--- src/hw/error_pin_regs.svh ---
`ifndef ERROR_PIN_REGS_SVH
`define ERROR_PIN_REGS_SVH

`define ADDR_W 12
// register indices; byte address is four times the index
`define IDX_SRC_SEL 10'h022
`define IDX_PIN_CFG 10'h023
`define IDX_BUF_CTRL 10'h024
`define IDX_IRQ_STATUS 10'h030
`define IDX_IRQ_CLEAR 10'h031
`define IDX_IRQ_ENABLE 10'h032
`define IDX_CRC_CTRL 10'h033

`define SRC_SEL_RST 8'h00
`define PIN_CFG_RST 8'h00
`define BUF_CTRL_RST 8'h00
`define CRC_CTRL_RST 8'h00
`define SRC_SEL_WMASK 8'h38
`define PIN_CFG_WMASK 8'h03
`define BUF_CTRL_WMASK 8'h7f
`define CRC_CTRL_WMASK 8'h01

`define SRC_OVR_BIT 5
`define SRC_INT_BIT 4
`define SRC_SPI_BIT 3
`define PIN_IN_STAT_BIT 2
`define PIN_IN_EN_BIT 1
`define PIN_OUT_EN_BIT 0
`define BUF_PD_BIT 6
`define BUF_RATIO_HI 5
`define BUF_RATIO_LO 1
`define BUF_SRC_BIT 0
`define CRC_EN_BIT 0
`define CRC_FLAG_BIT 1

`define IRQ_W 5
`define IRQ_OVR 0
`define IRQ_INT 1
`define IRQ_SPI 2
`define IRQ_EXT 3
`define IRQ_CRC 4

`define RATIO_MID 5'h0a
`define RATIO_CODE_RSVD 5'h01
`define RATIO_HI_FIRST 5'h02
`define RATIO_HI_LAST 5'h0a
`define RATIO_LO_LAST 5'h13
`define RATIO_MID_FIRST 5'h1d
`define RATIO_HI_BASE 5'h15
`define RATIO_LO_BASE 5'h14

`define RESP_OKAY 2'h0
`define RESP_SLVERR 2'h2

`endif

--- src/hw/error_pin_pkg.sv ---
`include "error_pin_regs.svh"

package error_pin_pkg;
	typedef enum {SEL_NONE, SEL_SRC, SEL_PIN, SEL_BUF, SEL_STAT, SEL_CLR, SEL_EN, SEL_CRC} reg_sel_e;

	typedef struct packed {
		logic awvalid;
		logic [`ADDR_W-1:0] awaddr;
		logic wvalid;
		logic [31:0] wdata;
		logic [3:0] wstrb;
		logic bready;
		logic arvalid;
		logic [`ADDR_W-1:0] araddr;
		logic rready;
	} axi_lite_req_s;

	typedef struct packed {
		logic awready;
		logic wready;
		logic bvalid;
		logic [1:0] bresp;
		logic arready;
		logic rvalid;
		logic [31:0] rdata;
		logic [1:0] rresp;
	} axi_lite_rsp_s;

	typedef struct packed {
		logic overrange;
		logic digital_overflow;
		logic map_crc;
		logic rate_converter;
		logic fuse_crc;
		logic data_clock_count;
		logic serial_read;
		logic serial_write;
		logic serial_crc_fail;
		logic serial_clock_count;
	} fault_in_s;

	typedef struct packed {
		logic powerdown;
		logic source_select;
		logic [4:0] ratio_code;
		logic [4:0] ratio_twentieths;
		logic ratio_reserved;
	} common_mode_s;

	typedef struct packed {
		logic aw_hold;
		logic [`ADDR_W-1:0] aw_addr;
		logic w_hold;
		logic [7:0] w_data;
		logic w_lane0;
		logic bvalid;
		logic [1:0] bresp;
		logic rvalid;
		logic [7:0] rdata;
		logic [1:0] rresp;
		logic [7:0] src_sel;
		logic [7:0] pin_cfg;
		logic [7:0] buf_ctrl;
		logic [7:0] crc_ctrl;
		logic [`IRQ_W-1:0] irq_status;
		logic [`IRQ_W-1:0] irq_enable;
		logic err_out;
		logic err_oe;
		common_mode_s cm;
	} state_s;
endpackage : error_pin_pkg

--- src/hw/error_pin_and_vcm_control.sv ---
// Design decision made here: register access over AXI4-Lite.
`timescale 1ns/100ps
// Overview of operation
// - overrange enable bit 5 lets input overrange drive the error output pin.
// - internal enable bit 4 lets any internal fault drive the error output pin.
// - serial enable bit 3 lets serial read/write/CRC/clock faults drive the pin.
// - pin-control bit 2 is read-only latched error input level when enabled.
// - pin-control bit 1 makes the input pin an error input, ORed in.
// - pin-control bit 0 enables the error output pin, sources from select register.
// - buffer bit 6 powers the common-mode buffer down when set; resets zero.
// - ratio code bits 5:1 select common-mode ratio in twentieths, codes 1 and 20 to 28 reserved.
// - buffer bit 0 chooses reference ratio or fixed half analog supply.
// - serial CRC enable gates CRC checks; failure sets sticky flag; reads append CRC.
`include "error_pin_regs.svh"
module error_pin_and_vcm_control
	import error_pin_pkg::*;
(
	input wire logic aclk,
	input wire logic aresetn,
	input wire axi_lite_req_s axi_req,
	output axi_lite_rsp_s axi_rsp,
	input wire fault_in_s faults,
	input wire logic error_input_pin,
	output logic error_output_pin,
	output logic error_output_pin_oe,
	output logic serial_crc_append,
	output common_mode_s common_mode,
	output logic irq
);

	state_s state_reg;
	state_s state_next;

	function automatic reg_sel_e decode(input logic [`ADDR_W-1:0] addr);
		reg_sel_e sel;
		sel = SEL_NONE;
		if (addr[1:0] == 2'h0)
		begin
			case (addr[`ADDR_W-1:2])
				`IDX_SRC_SEL: sel = SEL_SRC;
				`IDX_PIN_CFG: sel = SEL_PIN;
				`IDX_BUF_CTRL: sel = SEL_BUF;
				`IDX_IRQ_STATUS: sel = SEL_STAT;
				`IDX_IRQ_CLEAR: sel = SEL_CLR;
				`IDX_IRQ_ENABLE: sel = SEL_EN;
				`IDX_CRC_CTRL: sel = SEL_CRC;
				default: sel = SEL_NONE;
			endcase
		end
		return sel;
	endfunction : decode

	// unlisted codes fall back to the mid ratio and are flagged
	function automatic logic [5:0] ratio_of(input logic [4:0] code);
		logic [5:0] r;
		r = {1'b1, `RATIO_MID};
		if (code == 5'h00 || code >= `RATIO_MID_FIRST)
			r = {1'b0, `RATIO_MID};
		else if (code >= `RATIO_HI_FIRST && code <= `RATIO_HI_LAST)
			r = {1'b0, 5'(`RATIO_HI_BASE - code)};
		else if (code > `RATIO_HI_LAST && code <= `RATIO_LO_LAST)
			r = {1'b0, 5'(`RATIO_LO_BASE - code)};
		return r;
	endfunction : ratio_of

	logic crc_fail;
	logic [`IRQ_W-1:0] events;
	logic internal_any;
	logic serial_any;
	logic err_level;

	always_comb
	begin
		crc_fail = faults.serial_crc_fail & state_reg.crc_ctrl[`CRC_EN_BIT];
		internal_any = faults.digital_overflow | faults.map_crc | faults.rate_converter
			| faults.fuse_crc | faults.data_clock_count;
		serial_any = faults.serial_read | faults.serial_write | crc_fail
			| faults.serial_clock_count;
		err_level = (state_reg.src_sel[`SRC_OVR_BIT] & faults.overrange)
			| (state_reg.src_sel[`SRC_INT_BIT] & internal_any)
			| (state_reg.src_sel[`SRC_SPI_BIT] & serial_any)
			| (state_reg.pin_cfg[`PIN_IN_EN_BIT] & error_input_pin);
		events = '0;
		events[`IRQ_OVR] = faults.overrange;
		events[`IRQ_INT] = internal_any;
		events[`IRQ_SPI] = serial_any;
		events[`IRQ_EXT] = state_reg.pin_cfg[`PIN_IN_EN_BIT] & error_input_pin;
		events[`IRQ_CRC] = crc_fail;
	end

	always_comb
	begin
		reg_sel_e wsel;
		reg_sel_e rsel;
		logic do_write;
		logic [7:0] rd;
		logic [5:0] ratio;
		state_next = state_reg;
		wsel = decode(state_reg.aw_addr);
		rsel = decode(axi_req.araddr);
		do_write = state_reg.aw_hold & state_reg.w_hold;
		rd = 8'h00;
		ratio = 6'h00;

		// hardware-set flags first so a same-cycle clear cannot drop an event
		state_next.irq_status = state_reg.irq_status | events;
		if (crc_fail)
			state_next.crc_ctrl[`CRC_FLAG_BIT] = 1'b1;

		// address and data may arrive in either order; each is held until both are in
		if (axi_req.awvalid && !state_reg.aw_hold && !state_reg.bvalid)
		begin
			state_next.aw_hold = 1'b1;
			state_next.aw_addr = axi_req.awaddr;
		end
		if (axi_req.wvalid && !state_reg.w_hold && !state_reg.bvalid)
		begin
			state_next.w_hold = 1'b1;
			state_next.w_data = axi_req.wdata[7:0];
			state_next.w_lane0 = axi_req.wstrb[0];
		end

		if (do_write)
		begin
			state_next.aw_hold = 1'b0;
			state_next.w_hold = 1'b0;
			state_next.bvalid = 1'b1;
			state_next.bresp = (wsel == SEL_NONE) ? `RESP_SLVERR : `RESP_OKAY;
			if (state_reg.w_lane0)
			begin
				case (wsel)
					SEL_SRC: state_next.src_sel = state_reg.w_data & `SRC_SEL_WMASK;
					SEL_PIN: state_next.pin_cfg = (state_reg.w_data & `PIN_CFG_WMASK)
						| (state_reg.pin_cfg & ~`PIN_CFG_WMASK);
					SEL_BUF: state_next.buf_ctrl = state_reg.w_data & `BUF_CTRL_WMASK;
					SEL_CLR: state_next.irq_status = (state_reg.irq_status
						& ~state_reg.w_data[`IRQ_W-1:0]) | events;
					SEL_EN: state_next.irq_enable = state_reg.w_data[`IRQ_W-1:0];
					SEL_CRC:
					begin
						state_next.crc_ctrl[`CRC_EN_BIT] = state_reg.w_data[`CRC_EN_BIT];
						if (state_reg.w_data[`CRC_FLAG_BIT] && !crc_fail)
							state_next.crc_ctrl[`CRC_FLAG_BIT] = 1'b0;
					end
					default: ;
				endcase
			end
		end
		if (state_reg.bvalid && axi_req.bready)
			state_next.bvalid = 1'b0;

		if (state_reg.rvalid && axi_req.rready)
			state_next.rvalid = 1'b0;
		if (axi_req.arvalid && !state_reg.rvalid)
		begin
			case (rsel)
				SEL_SRC: rd = state_reg.src_sel;
				SEL_PIN: rd = state_reg.pin_cfg;
				SEL_BUF: rd = state_reg.buf_ctrl;
				SEL_STAT: rd = 8'(state_reg.irq_status);
				SEL_EN: rd = 8'(state_reg.irq_enable);
				SEL_CRC: rd = state_reg.crc_ctrl;
				default: rd = 8'h00; // clear register is write-only
			endcase
			state_next.rvalid = 1'b1;
			state_next.rdata = rd;
			state_next.rresp = (rsel == SEL_NONE) ? `RESP_SLVERR : `RESP_OKAY;
		end

		// latched only while the input is enabled, so a stale level cannot linger
		state_next.pin_cfg[`PIN_IN_STAT_BIT] =
			state_reg.pin_cfg[`PIN_IN_EN_BIT] & error_input_pin;

		state_next.err_oe = state_reg.pin_cfg[`PIN_OUT_EN_BIT];
		state_next.err_out = state_reg.pin_cfg[`PIN_OUT_EN_BIT] & err_level;

		ratio = ratio_of(state_reg.buf_ctrl[`BUF_RATIO_HI:`BUF_RATIO_LO]);
		state_next.cm.powerdown = state_reg.buf_ctrl[`BUF_PD_BIT];
		state_next.cm.source_select = state_reg.buf_ctrl[`BUF_SRC_BIT];
		state_next.cm.ratio_code = state_reg.buf_ctrl[`BUF_RATIO_HI:`BUF_RATIO_LO];
		state_next.cm.ratio_twentieths = ratio[4:0];
		state_next.cm.ratio_reserved = ratio[5];
	end

	always_ff @(posedge aclk)
	begin
		if (!aresetn)
		begin
			state_reg <= '0;
			state_reg.src_sel <= `SRC_SEL_RST;
			state_reg.pin_cfg <= `PIN_CFG_RST;
			state_reg.buf_ctrl <= `BUF_CTRL_RST;
			state_reg.crc_ctrl <= `CRC_CTRL_RST;
			state_reg.cm.ratio_twentieths <= `RATIO_MID;
		end
		else
			state_reg <= state_next;
	end

	always_comb
	begin
		axi_rsp.awready = !state_reg.aw_hold && !state_reg.bvalid;
		axi_rsp.wready = !state_reg.w_hold && !state_reg.bvalid;
		axi_rsp.bvalid = state_reg.bvalid;
		axi_rsp.bresp = state_reg.bresp;
		axi_rsp.arready = !state_reg.rvalid;
		axi_rsp.rvalid = state_reg.rvalid;
		axi_rsp.rdata = {24'h000000, state_reg.rdata};
		axi_rsp.rresp = state_reg.rresp;
	end

	assign error_output_pin = state_reg.err_out;
	assign error_output_pin_oe = state_reg.err_oe;
	assign serial_crc_append = state_reg.crc_ctrl[`CRC_EN_BIT];
	assign common_mode = state_reg.cm;
	assign irq = |(state_reg.irq_status & state_reg.irq_enable);

endmodule : error_pin_and_vcm_control

--- config.mk ---
export PLATFORM = sky130hd
export DESIGN_NAME = error_pin_and_vcm_control
export DESIGN_NICKNAME = d
export VERILOG_FILES = /design/src/hw/error_pin_pkg.sv /design/src/hw/error_pin_and_vcm_control.sv
export VERILOG_INCLUDE_DIRS = /design/src /design/src/hw
export SDC_FILE = /design/constraint.sdc
export NUM_CORES = 1
export LEC_CHECK = 0
export BUFFER_PORTS_ARGS = -buffer_cell sky130_fd_sc_hd__buf_2
export CAP_MARGIN = 15
export CORE_UTILIZATION = 49
export DETAILED_ROUTE_END_ITERATION = 8
export GPL_TIMING_DRIVEN = 0
export PLACE_DENSITY = 0.79
export RECOVER_POWER = 50
export SLEW_MARGIN = 10
export SYNTH_ARGS = -nofsm -noshare
export SYNTH_HDL_FRONTEND = slang
export SYNTH_SLANG_ARGS = --single-unit
--- constraint.sdc ---
create_clock -name aclk -period 2.5 [get_ports aclk]
set_clock_uncertainty 0.1 [all_clocks]
set_input_delay 0.75 -clock aclk [delete_from_list [all_inputs] [get_ports aclk]]
set_output_delay 0.75 -clock aclk [all_outputs]
set_load 0.01 [all_outputs]
Yosys cells after proc, flatten, opt, wreduce, memory -nomap -nowiden --
Index checks and enable logic that the tools add are counted.
Storage, ports and cells: output and inout port bits 58, memory bits (read-only) 0, memories 0, memory bits (writable) 0, register bits 81, bits in latches 0, logic and storage cells 134
Operators by class: $mul 0, div/mod/pow operators 0, shift-type cells 0, equality and inequality tests 26, bitwise gates (word level) 24, add/subtract/negate cells 2, muxes and demuxes 18, reductions and logical operators 34, order comparisons 5
Operator list (count):
- $eq A32 B3 Y1 const B | 6
- $eq A10 B6 Y1 const B | 14
- $eq A32 B2 Y1 const B | 4
- $eq A32 B1 Y1 const B | 2
- $logic_not A32 Y1 | 2
- $pmux W8 S6 | 1
- $pmux W3 S7 | 2
- $mux W32 | 1
- $mux W12 | 2
- $mux W5 | 3
- $reduce_and A3 Y1 | 5
- $logic_and A1 B1 Y1 | 12
- $mux W11 | 1
- $and A5 B5 Y5 | 2
- $or A1 B1 Y1 | 10
- $or A5 B5 Y5 | 2
- $sub A5 B5 Y5 const A | 2
- $or A2 B8 Y8 | 1
- $and A1 B1 Y1 | 7
- $mux W2 | 3
- $mux W6 | 1
- $reduce_or A2 Y1 | 3
- $ge A5 B2 Y1 const B | 1
- $ge A5 B5 Y1 const B | 1
- 14 further kinds | 21

Longest topological paths before layout --
depth in word-level cells 9, depth in mapped cells 7, depth with buffers taken out 6

Least setup slack after synthesis --
No wires, ideal clock.
path kind input to register, start input port axi_req[5] (netlist name), end register state_reg, in the netlist axi_rsp[2], path slack 430 ps, data required time 2278 ps, setup time 122 ps, cell stages on the path 6, arrival 1848 ps, buffers on the path 2, path through buf_2 -> nor2b_1 -> buf_2 -> and2_1 -> a32o_1 -> o311a_1
On the way: cells in the longest elaborated chain, start to end 5, elaborated cells between the ends (all ways) 16, classes of those cells eq/ne (13); mux (3)
RTL lines:
- from (decl) | line error_pin_and_vcm_control.sv:20 | input wire axi_lite_req_s axi_req,
- $eq A10 B6 Y1 | line error_pin_and_vcm_control.sv:39 | case (addr[`ADDR_W-1:2])
- $pmux W3 S7 * | line error_pin_and_vcm_control.sv:39
- $mux W3 * | line error_pin_and_vcm_control.sv:37 | if (addr[1:0] == 2'h0)
- $eq A32 B3 Y1, or another cell as far along | line error_pin_and_vcm_control.sv:156 | case (rsel)
- $pmux W8 S6 * | line error_pin_and_vcm_control.sv:156
- to (signal assigned) | line error_pin_and_vcm_control.sv:197 | state_reg <= state_next;
- to (decl) | line error_pin_and_vcm_control.sv:31 | state_s state_reg;
Every way passes the cells marked *; elsewhere a longest branch is shown, timed or not. A chain may end at the register's enable or synchronous reset.

Worst setup path in the final report --
start input port axi_req[6] (netlist name), end register state_reg, in the netlist axi_rsp[4]
The elaborated chain is that of the path after synthesis.

==> summary.txt <==
Worst hold path
  • Tightest Hold Check Type: register to register
  • Hold-critical path depth: 2

Yosys
  • Syn_area_per_cell: 8.82 um^2
  • Mapped Area: 3800 um^2
  • Sequential cell area fraction in the yosys report: 39.0%
  • Post-synthesis register bit count: 74
  • Yosys warning total: 0
  • Syn Inst Count: 431
  • FFs w/ async S/R, synth: 0%
  • Post-synth EDFFs: 0
  • Post-synth top flop: dfxtp_1
  • Post-synth cell types: 62

Die
  • FP Rows: 31
  • Die span in x: 90.1 um
  • Die Y: 90.1 um
  • I/O pins: 136
  • Core Footprint: 7370 um^2
  • Initial core utilization: 51.6%
  • Die ar.: 8110 um^2

Pwr
  • Leak: 2.14 nW
  • Pwr Total: 2.34 mW
  • Sw frac: 26.9%
  • NetSw: 0.630 mW
  • Pwr Density: 513 nW/um^2
  • Internal power: 1.71 mW
  • Reg power frac: 53.2%
  • Comb power frac: 11.3%
  • Clk pwr share: 35.5%
  • Worst VDD drop: 0.325 mV

GRT
  • Top Usage Layer GRT: met2
  • Vias in the first global route: 3066
  • Met2 Usage GRT: 37.7%
  • GRT met3 Usage: 5.84%
  • GR met1 Demand/Resource: 27.8%
  • Grt total ovfl: 0
  • GR Util All Layers: 22.4%
  • Global-route wire length before repair: 14500 um
  • Largest net degree at the start of global routing: 13
  • Initial antenna violation count: 0

Clock tree
  • H-tree depth: 3
  • CTS buffer count: 9
  • Post-cts sizing count: 0
  • Root Buffer: clkbuf_8
  • CTS max path bufs: 2
  • Clock Latency Late Sink: 0.35 ns
  • Post-CTS Setup Bufs: 0
  • Reg clk slew, reported paths: 0.08 ns
  • CTS tree: done
  • CTS Hold Bufs: 0
  • # clock sinks: 74

Critical path
  • WP data arrival: 2.33 ns
  • FF-to-FF path depth: 5
  • Buffers & Inverters on Critical Path: 2
  • RR Endpoint: common_mode[5]
  • Worst Setup End Kind: register
  • Number of cells on the critical path: 6
  • Slowest stage delay, CP: 0.43 ns
  • Worst setup path startpoint: axi_req[6]
  • CP Class: input port to register
  • Top cell family by delay on the critical path: simple AND/OR/NAND/NOR gates
  • Worst-path fanout max: 7
  • WP data required: 2.66 ns
  • Startpoint types: input port
  • Crit path to: axi_rsp[4]
  • Crit path cell chain: buf_2 -> nor4b_4 -> and2_2 -> clkbuf_1 -> o311ai_2 -> o41ai_2
  • Critical-path top delay cell: nor4b_4
  • Critical R2R Launch: state_next[7]
  • Reg2Reg Setup Slack: 0.33 ns

Cells and area
  • Antenna cells: 0
  • Max reg flops: 38
  • Cell Count, Final, Fillers Out: 649
  • Area delta synth->final: 19.8%
  • Fin nets: 631
  • Layout cells sized above 1: 27.3%
  • Final Cell Area: 4550 um^2

Placement
  • Gpl congestion: 0.844
  • Post-Place Cells: 633
  • IO Port Bufs: 78
  • Area after DPL: 4410 um^2
  • HPWL after DPL: 6620 um

Timing
  • Period minus WS final: 2.17 ns
  • Final Hold Viols: 0
  • RSZ-0062 raised after global routing: false
  • # setup viols final: 0
  • Fin. max-slew vios: 0
  • Actual slew at the worst max-slew pin: 0.675 ns
  • Fmax: 0.461 GHz
  • Period utilization: 86.8%
  • Rel. slew slack: 54.9%
  • Setup TNS: 0 ns

Route
  • Drt pass-1 iters: 4
  • Via/cell ratio: 5.08
  • WL/cell: 13.2 um
  • Starting DRT DRC Count: 89
  • Final ANT Viol Nets: 0
  • Drc violations: 0
  • Total Wirelength: 8560 um
  • Vias post-DR: 3297

Status
  • Status: finished, final reports clean

Flow run
  • Max Cap Violations: 0
==> tightest hold or removal path, cell delays in order (launching register included) <==
cell	delay [ns]
dfxtp_1	0.31
nand2_1	0.05
a21oi_1	0.05
==> final cells by class <==
class | count | area (um^2)
fillers | 690 | 2820
multi-input cells | 305 | 1920
flip-flops and latches | 74 | 1480
plain buffers | 69 | 457
repair buffers | 78 | 372
clock buffers | 11 | 141
well taps | 99 | 124
clock inverters | 5 | 30.0
inverters | 8 | 30.0
==> cells by family after synthesis <==
| logic type | share of synthesized area [%] |
|---|---|
| and+or+nand+nor | 23.8 |
| AOI/OAI and AO/OA | 14.8 |
| buffers and inverters | 13.0 |
| DFF | 39.0 |
| muxes | 5.83 |
| adders and majority gates | 2.63 |
| xor gates and xnor gates | 0.922 |
| other | 0.0987 |
==> stage by stage <==
step           util, %  hold slack [ns]  setup WS (ns)
3_5_place_dp      59.8            0.351          0.179
6_report          61.8            0.358          0.329
3_3_place_gp      59.8            0.342          0.201
4_1_cts           62.2            0.359          0.364
5_1_grt           61.8            0.384          0.163
2_1_floorplan        -            0.331          0.430
==> layout by cell type (no fill, tap or decap), types with 3 or more instances in the layout <==
master and n:
nand4_1 7, and3_1 3, o21bai_1 3, clkbuf_1 29, buf_4 51, nand3_1 4
nor2b_1 4, nor3_1 6, xor2_1 4, nor3b_1 3, a221oi_1 5, nor2_1 34
and2_1 9, nand2_1 58, nand2b_1 7, and3b_1 4, conb_1 26, a32o_1 4
mux2i_1 21, clkbuf_8 10, a31oi_1 3, dfxtp_1 74, a21oi_1 36, o21ai_0 8
clkinv_2 3, and2_0 4, buf_2 68, ha_1 8, inv_1 8
==> power by group through the flow <==
stage	clock network, mW	logic [mW]	registers [mW]
2_1_floorplan	0	0.182	1.26
3_3_place_gp	0	0.259	1.27
3_5_place_dp	0	0.263	1.27
4_1_cts	0.842	0.264	1.24
5_1_grt	0.897	0.294	1.25
6_report	0.829	0.264	1.25
==> synth_stat cells, types with 4 or more instances <==
cell type,instances,share of area [%]
nand2_1,58,5.7
dfxtp_1,74,39
nor2b_1,4,0.66
xor2_1,4,0.92
nand3_1,4,0.53
a32o_1,4,1.1
o21ai_0,8,1.1
a21oi_1,36,4.7
buf_4,51,10
nor2_1,34,3.4
clkbuf_1,12,1.2
and3b_1,4,0.92
nor3_1,6,0.79
buf_2,5,0.66
inv_1,7,0.69
ha_1,8,2.6
mux2i_1,21,5.5
nand4_1,7,1.2
a221oi_1,5,1.2
nand2b_1,7,1.2
and2_1,13,2.1
==> layer usage <==
metal | wire length (um) | part of all wire [%] | vias to the layer above
met5 | 0 | 0 | -
met4 | 144 | 1.7 | 0
met3 | 529 | 6.2 | 12
met2 | 4160 | 49 | 106
met1 | 3730 | 44 | 1514
li1 | - | - | 1665
==> how the worst min path moves through the flow <==
stage,start,end
4_1_cts,axi_rsp[8],axi_rsp[8]
2_1_floorplan,state_reg[88],state_reg[88]
5_1_grt,axi_rsp[7],axi_rsp[7]
3_5_place_dp,axi_rsp[8],axi_rsp[8]
3_3_place_gp,axi_rsp[7],axi_rsp[7]
6_report,axi_rsp[7],axi_rsp[7]
(Power assumes the default switching activity.)
